### config.mk
export PLATFORM = sky130hd
export DESIGN_NAME = clock_gen_ctrl
export DESIGN_NICKNAME = d
export VERILOG_FILES = /design/src/clock_gen_pkg.sv /design/src/line_event_if.sv /design/src/smbus_line_watch.sv /design/src/clock_gen_ctrl.sv
export SDC_FILE = /design/constraint.sdc
export NUM_CORES = 1
export LEC_CHECK = 0
export ABC_CLOCK_PERIOD_IN_PS = 3850
export BUFFER_PORTS_ARGS = -buffer_cell sky130_fd_sc_hd__buf_2
export CELL_PAD_IN_SITES_DETAIL_PLACEMENT = 0
export CELL_PAD_IN_SITES_GLOBAL_PLACEMENT = 2
export CORE_MARGIN = 4
export CORE_UTILIZATION = 39
export CTS_CLUSTER_SIZE = 16
export DETAILED_ROUTE_END_ITERATION = 12
export PLACE_DENSITY = 0.75
export SETUP_SLACK_MARGIN = 0.3
export SLEW_MARGIN = 20
export SYNTH_ARGS = -nofsm -noshare
export SYNTH_HDL_FRONTEND = slang
export SYNTH_SLANG_ARGS = --single-unit
### constraint.sdc
create_clock -name ref_clk -period 3.85 [get_ports ref_clk]
set_clock_uncertainty 0.15 [all_clocks]
set_input_delay 0.385 -clock ref_clk [delete_from_list [all_inputs] [get_ports ref_clk]]
set_output_delay 0.385 -clock ref_clk [all_outputs]
set_load 0.005 [all_outputs]
### src/clock_gen_pkg.sv
// constants, codes and types shared by the clock generator control logic
package clock_gen_pkg;

	// register indices as seen by a block transfer
	localparam logic [7:0] IDX_OUT_EN = 8'h00;
	localparam logic [7:0] IDX_SPREAD = 8'h01;
	localparam logic [7:0] IDX_EDGE = 8'h02;
	localparam logic [7:0] IDX_XCOPY = 8'h03;
	localparam logic [7:0] IDX_RSVD4 = 8'h04;
	localparam logic [7:0] IDX_REV_VEND = 8'h05;
	localparam logic [7:0] IDX_DEV_TYPE = 8'h06;
	localparam logic [7:0] IDX_COUNT = 8'h07;

	// field positions in spread_and_amplitude_control
	localparam int SPR_SW_SEL = 5;
	localparam int SPR_SW_HI = 4;
	localparam int SPR_SW_LO = 3;
	localparam int SPR_AMP_HI = 1;
	localparam int SPR_AMP_LO = 0;

	// field positions in crystal_copy_output_control
	localparam int XC_EDGE_HI = 7;
	localparam int XC_EDGE_LO = 6;
	localparam int XC_WOL = 5;
	localparam int XC_EN = 4;

	// field position of readback_count in readback_byte_count
	localparam int CNT_HI = 4;

	// reset values and fixed reserved contents
	localparam logic [7:0] RST_OUT_EN = 8'hFF;
	localparam logic RST_SW_SEL = 1'b0;
	localparam logic [1:0] RST_SW_SPREAD = 2'h0;
	localparam logic [1:0] RST_AMP = 2'h2;
	localparam logic [7:0] RST_EDGE = 8'hFF;
	localparam logic [1:0] RST_XC_EDGE = 2'h1;
	localparam logic RST_XC_WOL = 1'b0;
	localparam logic RST_XC_EN = 1'b1;
	localparam logic [4:0] RST_COUNT = 5'h08;
	localparam logic RSVD_SPREAD_BIT = 1'b1;
	localparam logic [3:0] RSVD_XCOPY_LOW = 4'hF;
	localparam logic [2:0] RSVD_COUNT_HIGH = 3'h0;
	localparam logic [7:0] RSVD_IDX4 = 8'h00;

	// bits per serial byte
	localparam logic [3:0] BYTE_BITS = 4'h8;

	// spread amount codes; strap codes share the same encoding
	typedef logic [1:0] spread_code_t;
	localparam spread_code_t SPREAD_OFF = 2'h0;
	localparam spread_code_t SPREAD_QUARTER = 2'h1;
	localparam spread_code_t SPREAD_RESERVED = 2'h2;
	localparam spread_code_t SPREAD_HALF = 2'h3;

	// serial slave phases
	typedef enum logic [3:0] {
		SMB_IDLE, SMB_ADDR, SMB_ADDR_ACK, SMB_INDEX, SMB_INDEX_ACK, SMB_COUNT, SMB_COUNT_ACK,
		SMB_WDATA, SMB_WDATA_ACK, SMB_TX, SMB_TX_ACK
	} smb_phase_t;

endpackage

### src/line_event_if.sv
// line events passed from the serial line watcher to the control core
interface line_event_if;
	logic scl_rise;
	logic scl_fall;
	logic start_seen;
	logic stop_seen;
	logic sda_level;

	modport watch (output scl_rise, output scl_fall, output start_seen, output stop_seen,
		output sda_level);
	modport core (input scl_rise, input scl_fall, input start_seen, input stop_seen,
		input sda_level);
endinterface

### src/smbus_line_watch.sv
// serial clock and data edge, start and stop detection
module smbus_line_watch (
	input logic ref_clk,
	input logic sys_rst,
	input logic scl_in,
	input logic sda_in,
	line_event_if.watch ev
);
	import clock_gen_pkg::*;

	typedef struct packed {
		logic scl_q;
		logic sda_q;
		logic scl_rise;
		logic scl_fall;
		logic start_seen;
		logic stop_seen;
		logic sda_level;
	} watch_state_t;

	localparam watch_state_t WATCH_RST = '{scl_q: 1'b1, sda_q: 1'b1, sda_level: 1'b1,
		default: 1'b0};

	watch_state_t w_r;
	watch_state_t w_nxt;

	// edges of the clock line, start and stop from data moving while clock is high
	always_comb
	begin
		w_nxt = w_r;
		w_nxt.scl_q = scl_in;
		w_nxt.sda_q = sda_in;
		w_nxt.sda_level = sda_in;
		w_nxt.scl_rise = !w_r.scl_q && scl_in;
		w_nxt.scl_fall = w_r.scl_q && !scl_in;
		w_nxt.start_seen = w_r.scl_q && scl_in && w_r.sda_q && !sda_in;
		w_nxt.stop_seen = w_r.scl_q && scl_in && !w_r.sda_q && sda_in;
	end

	// state register
	always_ff @(posedge ref_clk or posedge sys_rst)
	begin
		if (sys_rst)
			w_r <= WATCH_RST;
		else
			w_r <= w_nxt;
	end

	// events leave straight from flip-flops
	assign ev.scl_rise = w_r.scl_rise;
	assign ev.scl_fall = w_r.scl_fall;
	assign ev.start_seen = w_r.start_seen;
	assign ev.stop_seen = w_r.stop_seen;
	assign ev.sda_level = w_r.sda_level;
endmodule // smbus_line_watch

### src/clock_gen_ctrl.sv
// control and status register bank of the clock generator behind its serial port

module clock_gen_ctrl #(
	parameter logic [6:0] BUS_ADDR_SEL0 = 7'h50,
	parameter logic [6:0] BUS_ADDR_SEL1 = 7'h52,
	parameter logic [3:0] REVISION_CODE = 4'h3, // arbitrary value
	parameter logic [3:0] VENDOR_CODE = 4'h5, // arbitrary value
	parameter logic [1:0] DEVICE_TYPE_CODE = 2'h2, // arbitrary value
	parameter logic [5:0] DEVICE_CODE = 6'h15 // arbitrary value
)(
	input logic ref_clk,
	input logic sys_rst,
	input logic scl_in,
	input logic sda_in,
	output logic sda_out,
	output logic sda_drive_n,
	input logic power_good_down_pin,
	input logic addr_select_pin,
	input clock_gen_pkg::spread_code_t spread_strap_level,
	input logic [7:0] pair_enable_pin_n,
	output logic [7:0] hcsl_pair_run,
	output logic [7:0] per_output_edge_rate_select,
	output logic [1:0] hcsl_amplitude,
	output clock_gen_pkg::spread_code_t spread_mode,
	output logic [1:0] xtal_copy_edge_rate,
	output logic xtal_copy_run,
	output logic xtal_copy_drive_n
);
	import clock_gen_pkg::*;

	// the two selectable bus addresses must differ
	generate
		if (BUS_ADDR_SEL0 == BUS_ADDR_SEL1)
		begin : g_addr_check
			$error("bus addresses for the two select levels must differ");
		end
	endgenerate

	typedef struct packed {
		smb_phase_t phase;
		logic [3:0] bit_cnt;
		logic [7:0] shift;
		logic [7:0] index;
		logic is_read;
		logic host_acked;
		logic strap_taken;
		spread_code_t strap;
		logic addr_sel;
		logic [7:0] out_en;
		logic sw_sel;
		spread_code_t sw_spread;
		logic [1:0] amp;
		logic [7:0] edge_fast;
		logic [1:0] xc_edge;
		logic xc_wol;
		logic xc_en;
		logic [4:0] count;
		logic sda_out;
		logic sda_drive_n;
		logic [7:0] pair_run;
		logic [7:0] pair_fast;
		logic [1:0] amp_out;
		spread_code_t spread_out;
		logic [1:0] xc_edge_out;
		logic xc_run;
		logic xc_drive_n;
	} ctrl_state_t;

	localparam ctrl_state_t CTRL_RST = '{
		phase: SMB_IDLE,
		bit_cnt: 4'h0,
		shift: 8'h00,
		index: 8'h00,
		is_read: 1'b0,
		host_acked: 1'b0,
		strap_taken: 1'b0,
		strap: SPREAD_OFF,
		addr_sel: 1'b0,
		out_en: RST_OUT_EN,
		sw_sel: RST_SW_SEL,
		sw_spread: RST_SW_SPREAD,
		amp: RST_AMP,
		edge_fast: RST_EDGE,
		xc_edge: RST_XC_EDGE,
		xc_wol: RST_XC_WOL,
		xc_en: RST_XC_EN,
		count: RST_COUNT,
		sda_out: 1'b0,
		sda_drive_n: 1'b1,
		pair_run: 8'h00,
		pair_fast: RST_EDGE,
		amp_out: RST_AMP,
		spread_out: SPREAD_OFF,
		xc_edge_out: RST_XC_EDGE,
		xc_run: 1'b0,
		xc_drive_n: 1'b1
	};

	ctrl_state_t s_r;
	ctrl_state_t s_nxt;
	line_event_if ev ();

	// line watcher turns pin samples into one-cycle events
	smbus_line_watch u_watch (
		.ref_clk(ref_clk),
		.sys_rst(sys_rst),
		.scl_in(scl_in),
		.sda_in(sda_in),
		.ev(ev.watch)
	);

	// read decode, shared by the first data byte and each following one
	function automatic logic [7:0] read_byte(input ctrl_state_t st, input logic [7:0] idx);
		logic [7:0] d;
		d = 8'h00;
		case (idx)
			IDX_OUT_EN: d = st.out_en;
			IDX_SPREAD: d = {st.strap, st.sw_sel, st.sw_spread, RSVD_SPREAD_BIT, st.amp};
			IDX_EDGE: d = st.edge_fast;
			IDX_XCOPY: d = {st.xc_edge, st.xc_wol, st.xc_en, RSVD_XCOPY_LOW};
			IDX_RSVD4: d = RSVD_IDX4;
			IDX_REV_VEND: d = {REVISION_CODE, VENDOR_CODE};
			IDX_DEV_TYPE: d = {DEVICE_TYPE_CODE, DEVICE_CODE};
			IDX_COUNT: d = {RSVD_COUNT_HIGH, st.count};
			default: d = 8'h00;
		endcase
		return d;
	endfunction

	// address matched against the level latched with the strap
	function automatic logic addr_hit(input ctrl_state_t st);
		logic [6:0] mine;
		mine = st.addr_sel ? BUS_ADDR_SEL1 : BUS_ADDR_SEL0;
		return st.shift[7:1] == mine;
	endfunction

	// next-state logic
	always_comb
	begin
		s_nxt = s_r;

		// strap and address select caught once, at the first power-good
		if (!s_r.strap_taken && power_good_down_pin)
		begin
			s_nxt.strap_taken = 1'b1;
			s_nxt.strap = spread_strap_level;
			s_nxt.addr_sel = addr_select_pin;
		end

		// shift in data on clock rise in every receiving phase
		if (ev.scl_rise)
		begin
			case (s_r.phase)
				SMB_ADDR, SMB_INDEX, SMB_COUNT, SMB_WDATA:
				begin
					s_nxt.shift = {s_r.shift[6:0], ev.sda_level};
					s_nxt.bit_cnt = s_r.bit_cnt + 4'h1;
				end
				SMB_TX_ACK:
					s_nxt.host_acked = !ev.sda_level;
				default:
				begin
				end
			endcase
		end

		// advance on clock fall, when the data line may change
		if (ev.scl_fall)
		begin
			case (s_r.phase)
				SMB_ADDR:
				begin
					if (s_r.bit_cnt == BYTE_BITS)
					begin
						if (addr_hit(s_r))
						begin
							s_nxt.phase = SMB_ADDR_ACK;
							s_nxt.is_read = s_r.shift[0];
							s_nxt.sda_drive_n = 1'b0;
						end
						else
							s_nxt.phase = SMB_IDLE;
					end
				end
				SMB_INDEX, SMB_COUNT, SMB_WDATA:
				begin
					if (s_r.bit_cnt == BYTE_BITS)
					begin
						s_nxt.sda_drive_n = 1'b0;
						if (s_r.phase == SMB_INDEX)
						begin
							s_nxt.index = s_r.shift;
							s_nxt.phase = SMB_INDEX_ACK;
						end
						else if (s_r.phase == SMB_COUNT)
							s_nxt.phase = SMB_COUNT_ACK;
						else
						begin
							s_nxt.phase = SMB_WDATA_ACK;
							s_nxt.index = s_r.index + 8'h01;
							// stores; read-only and reserved bits keep their values
							case (s_r.index)
								IDX_OUT_EN: s_nxt.out_en = s_r.shift;
								IDX_SPREAD:
								begin
									s_nxt.sw_sel = s_r.shift[SPR_SW_SEL];
									s_nxt.sw_spread = s_r.shift[SPR_SW_HI:SPR_SW_LO];
									s_nxt.amp = s_r.shift[SPR_AMP_HI:SPR_AMP_LO];
								end
								IDX_EDGE: s_nxt.edge_fast = s_r.shift;
								IDX_XCOPY:
								begin
									s_nxt.xc_edge = s_r.shift[XC_EDGE_HI:XC_EDGE_LO];
									s_nxt.xc_wol = s_r.shift[XC_WOL];
									s_nxt.xc_en = s_r.shift[XC_EN];
								end
								IDX_COUNT: s_nxt.count = s_r.shift[CNT_HI:0];
								default:
								begin
								end
							endcase
						end
					end
				end
				SMB_ADDR_ACK:
				begin
					s_nxt.bit_cnt = 4'h0;
					if (s_r.is_read)
					begin
						// read opens with the count, then data from the index
						s_nxt.phase = SMB_TX;
						s_nxt.shift = {RSVD_COUNT_HIGH, s_r.count};
						// the count's top bit is a reserved zero, so the line is pulled low
						s_nxt.sda_drive_n = RSVD_COUNT_HIGH[2];
					end
					else
					begin
						s_nxt.phase = SMB_INDEX;
						s_nxt.sda_drive_n = 1'b1;
					end
				end
				SMB_INDEX_ACK:
				begin
					s_nxt.phase = SMB_COUNT;
					s_nxt.bit_cnt = 4'h0;
					s_nxt.sda_drive_n = 1'b1;
				end
				SMB_COUNT_ACK, SMB_WDATA_ACK:
				begin
					s_nxt.phase = SMB_WDATA; // byte count ignored; stop ends the write
					s_nxt.bit_cnt = 4'h0;
					s_nxt.sda_drive_n = 1'b1;
				end
				SMB_TX:
				begin
					if (s_r.bit_cnt == BYTE_BITS - 4'h1)
					begin
						s_nxt.phase = SMB_TX_ACK;
						s_nxt.sda_drive_n = 1'b1;
						s_nxt.host_acked = 1'b0;
					end
					else
					begin
						s_nxt.bit_cnt = s_r.bit_cnt + 4'h1;
						s_nxt.shift = {s_r.shift[6:0], 1'b0};
						s_nxt.sda_drive_n = s_r.shift[6];
					end
				end
				SMB_TX_ACK:
				begin
					if (s_r.host_acked)
					begin
						// next sequential byte
						s_nxt.phase = SMB_TX;
						s_nxt.bit_cnt = 4'h0;
						s_nxt.shift = read_byte(s_r, s_r.index);
						s_nxt.sda_drive_n = s_nxt.shift[7]; // msb goes out first
						s_nxt.index = s_r.index + 8'h01;
					end
					else
						s_nxt.phase = SMB_IDLE;
				end
				default:
				begin
				end
			endcase
		end

		// start or repeated start restarts addressing; stop releases the line
		if (ev.start_seen)
		begin
			s_nxt.phase = SMB_ADDR;
			s_nxt.bit_cnt = 4'h0;
			s_nxt.sda_drive_n = 1'b1;
		end
		else if (ev.stop_seen)
		begin
			s_nxt.phase = SMB_IDLE;
			s_nxt.sda_drive_n = 1'b1;
		end

		// pair gating: power good, software enable and enable pin all needed
		for (int i = 0; i < 8; i++)
			s_nxt.pair_run[i] = power_good_down_pin && s_r.out_en[i] && !pair_enable_pin_n[i];

		// analog settings follow the register fields
		s_nxt.pair_fast = s_r.edge_fast;
		s_nxt.amp_out = s_r.amp;
		s_nxt.spread_out = s_r.sw_sel ? s_r.sw_spread : s_r.strap;
		s_nxt.xc_edge_out = s_r.xc_edge;
		s_nxt.xc_run = s_r.xc_en && (power_good_down_pin || s_r.xc_wol);
		s_nxt.xc_drive_n = !s_r.strap_taken; // floats until the first power-good
		s_nxt.sda_out = 1'b0; // open-drain: only ever pulls low
	end

	// state register
	always_ff @(posedge ref_clk or posedge sys_rst)
	begin
		if (sys_rst)
			s_r <= CTRL_RST;
		else
			s_r <= s_nxt;
	end

	// outputs straight from the state register
	assign sda_out = s_r.sda_out;
	assign sda_drive_n = s_r.sda_drive_n;
	assign hcsl_pair_run = s_r.pair_run;
	assign per_output_edge_rate_select = s_r.pair_fast;
	assign hcsl_amplitude = s_r.amp_out;
	assign spread_mode = s_r.spread_out;
	assign xtal_copy_edge_rate = s_r.xc_edge_out;
	assign xtal_copy_run = s_r.xc_run;
	assign xtal_copy_drive_n = s_r.xc_drive_n;
endmodule // clock_gen_ctrl

==> qor.yml <==
cts_tree: "yes"
slew_headroom_pct: 38.6
synth_seq_cells: 91
portBuffers: 40
grt_usage_pct: 17.2
first_global_vias: 3363
wl_per_cell_um: 18.5
drt-pass1-iter-count: 4
start_util_pct: 40.1
cp.arrival_ns: 2.81
row_count: 40
path_max_fanout: 25
die_h_um: 120
insertion_delay_ns: 0.35
rsz0062_at_grt: "no"
critical_path_class: "reg -> reg"
dp_hpwl_mm: 8.26
gp_congestion: 0.801
p_per_area_nw_per_um2: 390
whs_path_depth: 2
cts.path.max_buffers: 2
yosysSeqAreaShare_pct: 47.8
cts_resized: 0
status: "finished, final reports clean"
critPathCaptureType: "register"
cts_setup_buffers: 0
yosysWarnings: 0
ys_types: 70
fmax_mhz: 372
startpoint_type: "register"
async_flop_share_pct: 100
syn2layout_area_growth_pct: 8.72
required_ns: 3.97
fp.coreArea_sq_um: 12100
grt_overflow: 0
worstRegToRegCells: 5
dpl_cell_area_sq_um: 4930
grt_max_degree: 38
h-tree-depth: 3
grt_pass1_wl_mm: 19.3
drive_gt1_share_pct: 30.3
synth_edf_count: 0
setup_violations: 0
diodes: 0
vias: 3472
clk_root_buffer_cell: "clkbuf_16"
p_leak_nw: 2.27
clkTransAtPathRegs_ns: 0.07
tns_ns: 0
worstMarginPinSlew_ns: 0.913
yosys_most_used_dff: "dfrtp_1"
postSynthCellCount: 461
hold_path.class: "in -> reg"
holdBufCountCts: 3
pin_count: 42
clock-sinks: 91
layout_common_cells: "dfrtp_1 (57), buf_2 (40), nand2_1 (35)"
syn_avg_cell_area_sq_um: 10.5
max-vdd-ir-drop_uv: 233
synth_area_sq_um: 4850
detail-route-antenna-nets: 0
slew_violations: 0
antenna_found_initial: 0
min_period_ns: 2.69
drc: 0
finalCritPeriodShare_pct: 69.9
viasPerCell: 5.45
first_iter_violations: 242
cts_buffers: 9
fin_nets: 486
hold_viol: 0
final_common_cell: "dfrtp_1"
die_area_sq_um: 14300
cap_viol_max_count: 0
die_w_um: 120
syn_nets: 483
final_cell_area_sq_um: 5280
routed_wl_mm: 11.8
[through the flow]
step	util, %	worst slack [ns]	total power [mW]	instances	hold WS [ns]
after floorplan	-	1.01	1.09	461	0.207
after global placement	40.7	1.25	1.11	618	0.216
after detailed placement	40.7	1.16	1.11	618	0.215
after CTS	43.6	1.16	2.09	637	0.00913
after global routing	43.6	0.875	2.14	637	0.0132
final	43.6	1.16	2.06	637	0.0242
[synthesized netlist by cell type (3+ instances only)]
library cell	count	area share, %
nor2b_1	5	0.64
inv_1	10	0.77
dfrtp_1	57	29
and3_1	5	0.64
nor3b_1	8	1.2
o21a_1	3	0.46
a221oi_1	4	0.72
buf_4	26	4.0
nand2_1	35	2.7
o211ai_1	5	0.77
nand3b_1	4	0.62
a211oi_1	5	0.77
ha_1	6	1.5
clkbuf_1	18	1.4
a22oi_1	5	0.77
buf_6	5	1.2
dfstp_2	34	18
o21ai_0	28	2.9
nand3_1	5	0.52
nor4_1	3	0.39
nor3_1	9	0.93
nor2_1	30	2.3
mux2_4	5	1.5
o22a_1	3	0.54
nand2b_1	9	1.2
mux2i_1	11	2.3
mux2_2	32	7.4
a222oi_1	3	0.62
a21oi_1	32	3.3
a21o_1	5	0.77
[final timing paths]
path,endpoint,slack [ns],start
hold reg to reg,xtal_copy_edge_rate[0],0.22,s_nxt[2]
max in group asynchronous,xtal_copy_edge_rate[0],2.16,sys_rst
setup / recovery,s_r[72],1.16,s_r[85]
min in group asynchronous,s_r[79],0.48,sys_rst
hold / removal,hcsl_pair_run[2],0.02,pair_enable_pin_n[2]
setup reg to reg,s_r[72],1.16,s_r[85]
[area by class of cell]
class | count | area [sq um]
fillers | 1204 | 6840
repair buffers | 47 | 260
multi-input cells | 305 | 2130
flip-flops and latches | 91 | 2320
clock inverters | 5 | 86.3
clock buffers | 11 | 233
inverters | 10 | 38.8
well taps | 168 | 210
[cell families after synthesis]
group / count (synthesis) / synth area share (%)
simple gates: 134 / 15.4
compound gates: 114 / 15.2
flops: 91 / 47.8
buf+inv: 65 / 8.35
mux: 48 / 11.2
fa+ha+maj: 6 / 1.55
xor+xnor: 2 / 0.361
other cells: 1 / 0.0773
[per-layer routing]
metal,track usage [%],vias up,wire length [um]
met5,0,-,0
met4,6.80,0,241
met3,2.69,16,357
met2,26.3,62,5480
met1,24.6,1757,5730
li1,-,1637,-
[worst max-delay path: stages, from the launching register on]
cell      delay, ns
dfrtp_1        0.78
nor4bb_1       0.77
nand4_1        0.32
a21oi_1        0.24
nand2_1        0.15
o21ai_0        0.20
[where the power goes]
part	leakage, nW	total (mW)	switching, mW	internal [mW]
registers	1.13	1.01	0.0366	0.977
clock network	0.154	0.964	0.389	0.575
logic	0.984	0.0815	0.0483	0.0332
[state kept, by name, indices dropped and copies added, names as in the netlist, 2 cells and up]
register and flops:
hcsl_amplitude 2, hcsl_pair_run 8, per_output_edge_rate_select 8, s_nxt 12
s_r 48, spread_mode 2, xtal_copy_edge_rate 2
Note: power is estimated with default switching activity, not from simulation.
